### config.mk
export PLATFORM = sky130hd
export DESIGN_NAME = spsd_top
export DESIGN_NICKNAME = d
export VERILOG_FILES = /design/src/design/spsd_pkg.sv /design/src/design/spsd_top.sv
export SDC_FILE = /design/constraint.sdc
export NUM_CORES = 1
export LEC_CHECK = 0
export CORE_MARGIN = 2
export CORE_UTILIZATION = 55
export DETAILED_ROUTE_END_ITERATION = 10
export DONT_BUFFER_PORTS = 1
export PLACE_DENSITY = 0.77
export SYNTH_ARGS = -nofsm -noshare
export SYNTH_HDL_FRONTEND = slang
export SYNTH_SLANG_ARGS = --single-unit
### constraint.sdc
create_clock -name clk_sys_i -period 8.6 [get_ports clk_sys_i]
set_input_delay 1.72 -clock clk_sys_i [delete_from_list [all_inputs] [get_ports clk_sys_i]]
set_output_delay 1.72 -clock clk_sys_i [all_outputs]
set_load 0.005 [all_outputs]
### src/design/spsd_pkg.sv
// Constants, register map and carrier types for the serial port setup decoder.
// Assumes a single 125 MHz clock and a plain strobe-based register port.
// Overview of operation
// - Port code 00 standard, 01 uses rate word.
// - Unsupported codes raise configuration error flag.
// - Mode field: 0 host command, 1 raw.
// - Rate codes 00..04 give 1.2K to 19.2K.
// - Format codes set data, stop, parity bits.
// - Reply delay is BCD steps of 10 ms.
// - Node number BCD 00 through 31.
// - Raw mode start code enable 0/1.
// - Raw end: count, end code, or CRLF.
// - Start code byte in low delimiter bits.
// - Byte count 00 means 256 bytes.
// - End code byte in high delimiter bits.
// - Out of range falls back to safe default.
// - Settings apply only after transfer strobe.
// - Log style 0 shifts, 1 keeps first seven.
// - Other log style disables error recording.
// - Cycle monitor enable 0 detects, 1 suppresses.
package spsd_pkg;

  localparam logic [15:0] ADDR_MODE = 16'h19fa;
  localparam logic [15:0] ADDR_RATE = 16'h19fb;
  localparam logic [15:0] ADDR_DELAY = 16'h19fc;
  localparam logic [15:0] ADDR_STATION = 16'h19fd;
  localparam logic [15:0] ADDR_DELIM = 16'h19fe;
  localparam logic [15:0] ADDR_LOG = 16'h19ff;
  localparam logic [15:0] ADDR_APPLY = 16'h1a00;
  localparam logic [15:0] ADDR_IRQ_STAT = 16'h1a01;
  localparam logic [15:0] ADDR_IRQ_CLR = 16'h1a02;
  localparam logic [15:0] ADDR_IRQ_EN = 16'h1a03;
  localparam logic [15:0] ADDR_STATUS = 16'h1a04;

  localparam logic [15:0] SETUP_RST = 16'h0000;
  localparam logic [2:0] RATE_STD = 3'h3;
  localparam logic [3:0] FMT_STD = 4'h3;
  localparam logic [3:0] FMT_MAX = 4'hb;
  localparam logic [3:0] RATE_MAX = 4'h4;
  localparam logic [7:0] NODE_MAX = 8'h31;
  localparam logic [3:0] LOG_KEEP = 4'h7;

  // Reply delay unit is 10 ms; DELAY_STEP_CYC clock cycles per step.
  localparam int CLK_HZ = 125000000;
  localparam int DELAY_STEP_MS = 10;
  localparam int DELAY_STEP_CYC = CLK_HZ / 1000 * DELAY_STEP_MS;

  localparam int IRQ_CFG_ERR = 0;
  localparam int IRQ_LONG_CYC = 1;
  localparam int IRQ_LOG_FULL = 2;

  typedef enum logic [1:0] {
    SPSD_PAR_EVEN = 2'h0,
    SPSD_PAR_ODD = 2'h1,
    SPSD_PAR_NONE = 2'h2
  } spsd_parity_t;

  typedef enum logic [1:0] {
    SPSD_END_COUNT = 2'h0,
    SPSD_END_CODE = 2'h1,
    SPSD_END_CRLF = 2'h2
  } spsd_end_t;

  typedef enum logic [2:0] {
    SPSD_ST_IDLE = 3'b001,
    SPSD_ST_WAIT = 3'b010,
    SPSD_ST_GO = 3'b100
  } spsd_state_t;

  // Decoded port setup as seen by the frame engine.
  typedef struct packed {
    logic raw_mode;
    logic [2:0] rate_sel;
    logic data8;
    logic stop2;
    spsd_parity_t parity;
    logic [13:0] delay_steps;
    logic [4:0] node;
    logic start_en;
    logic [7:0] start_code;
    spsd_end_t end_mode;
    logic [7:0] end_code;
    logic [8:0] rx_count;
  } spsd_cfg_t;

  // Decoded error log policy.
  typedef struct packed {
    logic log_on;
    logic keep_first;
    logic cyc_mon_on;
  } spsd_log_t;

endpackage

### src/design/spsd_top.sv
// Serial port setup decoder: staged setup words, apply, decode, reply timer.
// Assumes software writes words over a strobe port and pulses apply.
//
// The strobed register port was left to the implementer.
`timescale 1ns/1ps
module spsd_top
  import spsd_pkg::*;
(
  input wire logic clk_sys_i,
  input wire logic sys_rst_i,
  input wire logic [15:0] addr_i,
  input wire logic [15:0] wdata_i,
  input wire logic wr_i,
  input wire logic rd_i,
  output logic [15:0] rdata_o,
  input wire logic reply_req_i,
  input wire logic long_cycle_i,
  input wire logic error_event_i,
  output spsd_cfg_t cfg_o,
  output spsd_log_t log_o,
  output logic config_error_flag_o,
  output logic reply_go_o,
  output logic log_write_o,
  output logic [2:0] log_slot_o,
  output logic log_shift_o,
  output logic irq_o
);

  //////////////////////////////////////////////////////////////////////////
  // Helpers.

  // Two BCD digits are valid when each digit is at most nine.
  function automatic logic bcd_ok(input logic [7:0] v);
    bcd_ok = (v[7:4] <= 4'h9) && (v[3:0] <= 4'h9);
  endfunction

  // Four BCD digits to a binary count of steps.
  function automatic logic [13:0] bcd4(input logic [15:0] v);
    bcd4 = 14'(v[15:12]) * 14'h3e8 + 14'(v[11:8]) * 14'h064
         + 14'(v[7:4]) * 14'h00a + 14'(v[3:0]);
  endfunction

  typedef struct packed {
    logic [15:0] mode_w;
    logic [15:0] rate_w;
    logic [15:0] delay_w;
    logic [15:0] station_w;
    logic [15:0] delim_w;
    logic [15:0] log_w;
    spsd_cfg_t cfg;
    spsd_log_t logp;
    logic cfg_err;
    logic [2:0] irq_stat;
    logic [2:0] irq_en;
    logic irq;
    logic [15:0] rdata;
    spsd_state_t st;
    logic [23:0] tick;
    logic [13:0] steps;
    logic go;
    logic [2:0] log_cnt;
    logic log_wr;
    logic log_sh;
    logic [2:0] slot;
  } spsd_regs_t;

  spsd_regs_t r;
  spsd_regs_t next_r;
  spsd_cfg_t dec;
  spsd_log_t dlog;
  logic derr;

  //////////////////////////////////////////////////////////////////////////
  // Decode the staged words; used only when apply is written.
  always_comb begin
    logic [3:0] pcode;
    logic [3:0] mcode;
    logic [7:0] rcode;
    logic [7:0] fcode;
    logic [3:0] fidx;
    logic [3:0] scode;
    logic [3:0] ecode;
    logic bad;
    pcode = r.mode_w[3:0];
    mcode = r.mode_w[15:12];
    rcode = r.rate_w[7:0];
    fcode = r.rate_w[15:8];
    fidx = fcode[3:0];
    scode = r.station_w[11:8];
    ecode = r.station_w[15:12];
    bad = 1'b0;
    // unused bits ignored: mode word bits 4..11 never read.
    if (pcode > 4'h1) bad = 1'b1;
    if (mcode > 4'h1) bad = 1'b1;
    if (pcode == 4'h1 && (fcode > 8'(FMT_MAX) || rcode > 8'(RATE_MAX))) begin
      bad = 1'b1;
    end
    if (mcode == 4'h0 && !bcd_ok(r.delay_w[15:8])) bad = 1'b1;
    if (mcode == 4'h0 && !bcd_ok(r.delay_w[7:0])) bad = 1'b1;
    if (mcode == 4'h0 && (!bcd_ok(r.station_w[7:0])
        || r.station_w[7:0] > NODE_MAX)) begin
      bad = 1'b1;
    end
    if (mcode == 4'h1 && (scode > 4'h1 || ecode > 4'h2)) bad = 1'b1;
    derr = bad;
    dec = '0;
    dec.raw_mode = (mcode == 4'h1);
    if (pcode == 4'h1) begin
      dec.rate_sel = rcode[2:0];
      dec.data8 = (fidx >= 4'h6);
      dec.stop2 = (fidx >= 4'h3 && fidx <= 4'h5) || (fidx >= 4'h9);
      dec.parity = spsd_parity_t'(2'(fidx % 4'h3));
    end else begin
      dec.rate_sel = RATE_STD;
      dec.data8 = 1'b0;
      dec.stop2 = 1'b1;
      dec.parity = SPSD_PAR_EVEN;
    end
    dec.delay_steps = dec.raw_mode ? 14'h0 : bcd4(r.delay_w);
    dec.node = dec.raw_mode ? 5'h00
             : 5'(r.station_w[7:4]) * 5'h0a + 5'(r.station_w[3:0]);
    dec.start_en = dec.raw_mode && scode == 4'h1;
    dec.start_code = dec.start_en ? r.delim_w[7:0] : 8'h00;
    dec.end_mode = dec.raw_mode ? spsd_end_t'(ecode[1:0]) : SPSD_END_COUNT;
    dec.end_code = r.delim_w[15:8];
    dec.rx_count = (r.delim_w[15:8] == 8'h00) ? 9'h100
                 : {1'b0, r.delim_w[15:8]};
    if (bad) begin
      dec = '0;
      dec.rate_sel = RATE_STD;
      dec.stop2 = 1'b1;
      dec.parity = SPSD_PAR_EVEN;
      dec.rx_count = 9'h100;
    end
    dlog.log_on = (r.log_w[3:0] <= 4'h1);
    dlog.keep_first = (r.log_w[3:0] == 4'h1);
    dlog.cyc_mon_on = (r.log_w[11:8] == 4'h0);
  end

  //////////////////////////////////////////////////////////////////////////
  // Next-state logic: register port, apply, interrupts, timer, log.
  always_comb begin
    logic [2:0] ev;
    next_r = r;
    next_r.go = 1'b0;
    next_r.log_wr = 1'b0;
    next_r.log_sh = 1'b0;
    ev = 3'h0;
    if (wr_i) begin
      case (addr_i)
        ADDR_MODE: next_r.mode_w = wdata_i;
        ADDR_RATE: next_r.rate_w = wdata_i;
        ADDR_DELAY: next_r.delay_w = wdata_i;
        ADDR_STATION: next_r.station_w = wdata_i;
        ADDR_DELIM: next_r.delim_w = wdata_i;
        ADDR_LOG: next_r.log_w = wdata_i;
        ADDR_IRQ_EN: next_r.irq_en = wdata_i[2:0];
        default: ;
      endcase
    end
    if (wr_i && addr_i == ADDR_APPLY) begin
      next_r.cfg = dec;
      next_r.logp = dlog;
      next_r.cfg_err = derr;
      next_r.log_cnt = 3'h0;
      ev[IRQ_CFG_ERR] = derr;
    end
    // long cycle reported only when monitoring.
    ev[IRQ_LONG_CYC] = long_cycle_i && r.logp.cyc_mon_on;
    if (error_event_i && r.logp.log_on) begin
      if (r.log_cnt < LOG_KEEP) begin
        next_r.log_wr = 1'b1;
        next_r.slot = r.log_cnt;
        next_r.log_cnt = r.log_cnt + 3'h1;
      end else if (!r.logp.keep_first) begin
        next_r.log_wr = 1'b1;
        next_r.log_sh = 1'b1;
        next_r.slot = 3'h6;
      end else begin
        ev[IRQ_LOG_FULL] = 1'b1;
      end
    end
    // Set wins over a clear in the same cycle.
    if (wr_i && addr_i == ADDR_IRQ_CLR) begin
      next_r.irq_stat = r.irq_stat & ~wdata_i[2:0];
    end
    next_r.irq_stat = next_r.irq_stat | ev;
    next_r.irq = |(next_r.irq_stat & next_r.irq_en);
    case (r.st)
      SPSD_ST_IDLE: begin
        if (reply_req_i) begin
          if (r.cfg.delay_steps == 14'h0) begin
            next_r.go = 1'b1;
          end else begin
            next_r.st = SPSD_ST_WAIT;
            next_r.steps = r.cfg.delay_steps;
            next_r.tick = 24'(DELAY_STEP_CYC - 1);
          end
        end
      end
      SPSD_ST_WAIT: begin
        if (r.tick != 24'h0) begin
          next_r.tick = r.tick - 24'h1;
        end else if (r.steps == 14'h1) begin
          next_r.st = SPSD_ST_GO;
        end else begin
          next_r.steps = r.steps - 14'h1;
          next_r.tick = 24'(DELAY_STEP_CYC - 1);
        end
      end
      SPSD_ST_GO: begin
        next_r.go = 1'b1;
        next_r.st = SPSD_ST_IDLE;
      end
      default: next_r.st = SPSD_ST_IDLE;
    endcase
    // Read data appears the cycle after the strobe; unmapped reads zero.
    next_r.rdata = 16'h0000;
    if (rd_i) begin
      case (addr_i)
        ADDR_MODE: next_r.rdata = r.mode_w;
        ADDR_RATE: next_r.rdata = r.rate_w;
        ADDR_DELAY: next_r.rdata = r.delay_w;
        ADDR_STATION: next_r.rdata = r.station_w;
        ADDR_DELIM: next_r.rdata = r.delim_w;
        ADDR_LOG: next_r.rdata = r.log_w;
        ADDR_IRQ_STAT: next_r.rdata = {13'h0, r.irq_stat};
        ADDR_IRQ_EN: next_r.rdata = {13'h0, r.irq_en};
        ADDR_STATUS: next_r.rdata = {12'h0, r.log_cnt, r.cfg_err};
        default: next_r.rdata = 16'h0000;
      endcase
    end
  end

  //////////////////////////////////////////////////////////////////////////
  // State register; reset applies the standard host setup.
  always_ff @(posedge clk_sys_i) begin
    if (sys_rst_i) begin
      r <= '0;
      r.cfg.rate_sel <= RATE_STD;
      r.cfg.stop2 <= 1'b1;
      r.cfg.rx_count <= 9'h100;
      r.logp.log_on <= 1'b1;
      r.logp.cyc_mon_on <= 1'b1;
      r.st <= SPSD_ST_IDLE;
    end else begin
      r <= next_r;
    end
  end

  assign rdata_o = r.rdata;
  assign cfg_o = r.cfg;
  assign log_o = r.logp;
  assign config_error_flag_o = r.cfg_err;
  assign reply_go_o = r.go;
  assign log_write_o = r.log_wr;
  assign log_slot_o = r.slot;
  assign log_shift_o = r.log_sh;
  assign irq_o = r.irq;

endmodule // spsd_top

Word-level counts from Yosys, hierarchy flattened. Cells that the tools add are included.

Register bits: 228.

Magnitude comparators: 19. Muxes and demuxes: 40. Div/mod/pow operators: 1. Multiply operators: 4. Bitwise operators: 6. Reductions and logical operators: 41. $add $sub $neg: 7. Equality and inequality tests: 26.

Operators by type and width (number): == test 16 x 13 -> 1 bit, second input constant (11); one-hot mux 16 bit (9 select lines) (1); one-hot mux 38 bit (2 select lines) (1); 2-to-1 mux 55 bit (1); 2-to-1 mux 42 bit (1); 2-to-1 mux 41 bit (1); 2-to-1 mux 38 bit (1); 2-to-1 mux 14 bit (2); <= comparator 4 bit, second input constant (6); 2-to-1 mux 24 bit (1); 2-to-1 mux 3 bit (8); nonzero test 24 bit (1); subtractor 24 x 1 -> 24 bit, second input constant (1); == test 4 x 1 -> 1 bit, second input constant (4); 2-to-1 mux 8 bit (2); adder 14 x 11 -> 14 bit (1); adder 14 x 4 -> 14 bit (1); adder 14 x 8 -> 14 bit (1); == test 14 x 1 -> 1 bit, second input constant (1); logical AND 1 bit (14); zero test 14 bit (1); 2-to-1 mux 1 bit (14); AND reduction 2 bit (7); subtractor 14 x 1 -> 14 bit, second input constant (1); 43 further kinds (61).

Logic depth before layout (Yosys ltp).
Depth in word-level cells: 12. Depth in mapped cells: 18.

Worst setup path before layout. No wires, ideal clock.

Path type: register to register. Start: reg r[194] in the netlist's numbering. End: reg r, in the netlist cfg_o[45]. Arrival: 4296 ps. Path slack: 4187 ps. Setup time: 117 ps. Cell stages (with the launch flop): 14. Clock period less this slack: 4413 ps. Path through: dfxtp_1 > ha_1 > fa_1 > inv_1 > fa_1 > inv_1 > fa_1 > ha_1 > ha_1 > o21a_1 > a2111oi_0 > or3_1 > o311ai_0 > a32o_1.

Word-level cells in the longest chain between the ends: 9. Elaborated cells on any way between the ends: 14.

RTL lines: start: declaration (line spsd_top.sv:67) `spsd_regs_t r;`; start signal: assignment (line spsd_top.sv:247) `r <= next_r;`; parallel branches: the longest is 8 deep, another holds adder 14 x 11 -> 14 bit; 2-to-1 mux 55 bit (*) (line spsd_top.sv:128) `if (bad) begin`.

Every way passes the cells marked *. A chain may end at the register's enable or synchronous reset.

Worst setup path after layout. Ends and elaborated chain as after synthesis.

==> metrics.md <==
| Metric | Value |
|---|---|
| Core Region | `21700 sq um` |
| Layout cells sized above 1 | `5.79%` |
| Met1 global-route usage | `35.4%` |
| CP Capture Type | `flip-flop` |
| Die Height | `152 um` |
| Sequential share of power | `50.2%` |
| Final hold slack | `0.451 ns` |
| Max Cap Viol | `0` |
| Gate power share | `0.9%` |
| Fin nets | `1453` |
| DRC | `0` |
| Worst-Margin Slew | `1.24 ns` |
| Clk network pwr share | `48.9%` |
| Cell count after synthesis | `1451` |
| Largest net degree at the start of global routing | `166` |
| Reg clk slew, reported paths | `0.07 ns` |
| Flops & latches, synth | `228` |
| Syn_nets | `1575` |
| Sequential share of the synthesized area | `37.9%` |
| Final period utilization | `55.7%` |
| Synth unique cells | `88` |
| Drt wl/cell | `19.9 um` |
| Async S/R FF share, synth | `0%` |
| Worst r2r dst | `cfg_o[45]` |
| DP Cell Count | `1582` |
| Sw Ratio | `21.4%` |
| CP max FO | `8` |
| Fin crit period | `4.79 ns` |
| CP required | `9.02 ns` |
| Crit-path cells | `ha_1 > fa_1 > inv_1 > fa_1 > inv_1 > fa_1 > ha_1 > ha_1 > o21a_1 > a2111oi_0 > or3_1 > o311ai_0 > a32o_1` |
| Startpoint types | `flip-flop` |
| Post-route ant nets | `0` |
| Number of synthesized flops with an enable pin | `0` |
| IO Port Bufs | `0` |
| Place WS | `3.85 ns` |
| Hold_buf cts | `0` |
| Final Non-Filler Cells | `1627` |
| Final Worst Setup Slack | `3.81 ns` |
| Overall power | `2.11 mW` |
| Min-delay src | `r[147]` |
| CTS tree | `built` |
| Resize count post-CTS | `0` |
| Slowest cell on crit path | `a2111oi_0` |
| R2r startpoint | `r[194]` |
| RSZ-0062 raised after global routing | `false` |
| Hold Crit Depth | `2` |
| Max Fclk | `209 MHz` |
| Clk root buf | `clkbuf_16` |
| Number of setup buffers added after CTS | `0` |
| Vias per inst | `6.39` |
| Via Count | `10400` |
| Tightest Hold Check Type | `flip-flop to flip-flop` |
| P_leak | `4.78 nW` |
| CTS Buf Count | `25` |
| Gr usage total | `26.6%` |
| 1st-pass router iterations | `7` |
| Clock Path Buffers | `3` |
| R2R cell count | `13` |
| Hold EP | `r[147]` |
| I/O pin count | `121` |
| CTS sink cnt | `228` |
| Crit path kind | `flip-flop to flip-flop` |
| Initial Util | `55.6%` |
| Mapped Area | `12100 sq um` |
| Skew-Pair Late Insertion Delay | `0.53 ns` |
| Final core utilization | `57.1%` |
| # diodes | `0` |
| Slew Limit Fails | `0` |
| DP HPWL | `22.6 mm` |
| Final Hold Fails | `0` |
| Critical Path AT | `5.21 ns` |
| DR iter-0 viols | `1093` |
| Flop2flop setup slack | `3.81 ns` |
| Synth Warn # | `0` |
| # setup viols final | `0` |
| FP Rows | `54` |
| VDD IR max | `0.139 mV` |
| Net load switching power | `0.451 mW` |
| Vias in the first global route | `9366` |
| Setup Skew | `0.0168 ns` |
| First-pass GRT wire length | `50.9 mm` |
| Int Pwr | `1.66 mW` |
| Crit path largest cell delay | `0.80 ns` |
| Avg Inst Size Synth | `8.31 sq um` |
| Status | `completed` |
| Die area | `23100 sq um` |
| Gr ovfl total | `0` |
| Setup TNS | `0 ns` |
| Post-route design area | `12400 sq um` |
| Die W | `152 um` |
| Gr busiest metal | `met2` |
| Htree depth | `1` |
| Met3 Usage GRT | `7.44%` |
| Area of placed instances | `11600 sq um` |
| Most used DFF post-synth | `dfxtp_1` |
| GP Congestion | `0.926` |
| Synth-to-layout area growth | `2.71%` |
| Met2 Use GR | `42.2%` |
| Initial antenna violation count | `0` |
| Slew headroom | `17.1%` |
| Post-Route WL | `32.3 mm` |
| Pwr per Cell Area | `170 nW/um^2` |
==> critical path: cells and delay by family, from the launching register on <==
kind	cells	cell delay, ns
AND/OR/NAND/NOR	1	0.21
AO/OA/AOI/OAI	4	1.33
adder cells (fa/ha/maj)	6	2.48
flip-flops	1	0.52
buffers and inverters	2	0.12
==> cell usage after synthesis, types with 4 or more instances <==
master / number / area, sq um
a32o_1: 4 / 40.0
a22o_1: 9 / 78.8
a211o_1: 4 / 35.0
nand2_1: 259 / 972
a211oi_1: 8 / 60.1
a31oi_1: 10 / 62.6
o41ai_1: 4 / 35.0
buf_4: 79 / 593
ha_1: 67 / 838
a311oi_1: 8 / 70.1
o21ai_0: 40 / 200
nor2_1: 72 / 270
mux2i_1: 8 / 80.1
a2111oi_0: 5 / 43.8
o31ai_1: 6 / 45.0
dfxtp_1: 228 / 4560
nand4_1: 11 / 68.8
a21oi_1: 170 / 851
fa_1: 18 / 360
nand2b_1: 9 / 56.3
a22oi_1: 24 / 180
and3_1: 11 / 68.8
a222oi_1: 25 / 250
or4_1: 4 / 30.0
and2_1: 9 / 56.3
xor2_1: 4 / 35.0
nor4_1: 19 / 119
buf_2: 5 / 25.0
nor3_1: 31 / 155
xnor2_1: 18 / 158
nand3_1: 47 / 235
or3_1: 12 / 75.1
inv_1: 49 / 184
a21o_1: 9 / 67.6
and4_1: 4 / 35.0
a32oi_1: 4 / 35.0
o21a_1: 7 / 52.6
nor2b_1: 7 / 43.8
clkbuf_1: 73 / 274
==> metal layers <==
layer	part of all wire (%)	wire length (um)
met5	0	0
met4	2.6	826
met3	12	3910
met2	46	14800
met1	40	12800
==> state kept, by name (all words and copies together) (netlist names) <==
register / cells
cfg_o: 55
config_error_flag_o: 1
irq_o: 1
log_o: 3
log_shift_o: 1
log_slot_o: 3
log_write_o: 1
r: 146
rdata_o: 16
reply_go_o: 1
==> placed cells by master (no fill, tap or decap), types with 10 or more instances in the layout <==
cell	n
nor2_1	71
dfxtp_1	228
inv_1	49
a31oi_1	10
nor3_1	30
nand4_1	11
nor4_1	18
ha_1	67
buf_4	11
a22oi_1	24
o21ai_0	40
or3_1	12
nand3_1	47
and3_1	11
a21oi_1	170
clkbuf_16	25
fa_1	18
xnor2_1	18
a222oi_1	25
nand2_1	259
==> power groups by stage <==
| stage | sequential, mW | combinational [mW] | clock (mW) |
|---|---|---|---|
| 2_1_floorplan | 1.08 | 0.0303 | 0 |
| 3_3_place_gp | 1.08 | 0.0176 | 0 |
| 3_5_place_dp | 1.08 | 0.0179 | 0 |
| 4_1_cts | 1.06 | 0.0179 | 1.04 |
| 5_1_grt | 1.06 | 0.0201 | 1.08 |
| 6_report | 1.06 | 0.0180 | 1.03 |
==> kinds of logic after synthesis <==
group	after synthesis	synth area share [%]
mux	12	1.13
fa+ha+maj	85	9.94
xor+xnor	22	1.60
buf+inv	210	9.12
compound gates	371	20.1
flops	228	37.9
simple gates	523	20.3
==> layout make-up <==
class                      instances  area [sq um]
clock buffer                      37           741
clock inverter                     8          51.3
fill                            1919          9310
inverter                          50           188
multi-input combinational       1013          6400
sequential                       228          4560
tap                              280           350
timing repair buffer              11          82.6
==> how the worst max path moves through the flow <==
stage                       from  slack (ns)         to  cells after the start
after global placement    r[194]        3.97  cfg_o[45]                     13
after CTS                 r[194]        3.83  cfg_o[45]                     13
after floorplan           r[194]        4.19  cfg_o[45]                     13
final                     r[194]        3.81  cfg_o[45]                     13
after detailed placement  r[194]        3.85  cfg_o[45]                     13
after global routing      r[194]        3.39  cfg_o[45]                     13
Power figures use the tool's default switching activity.
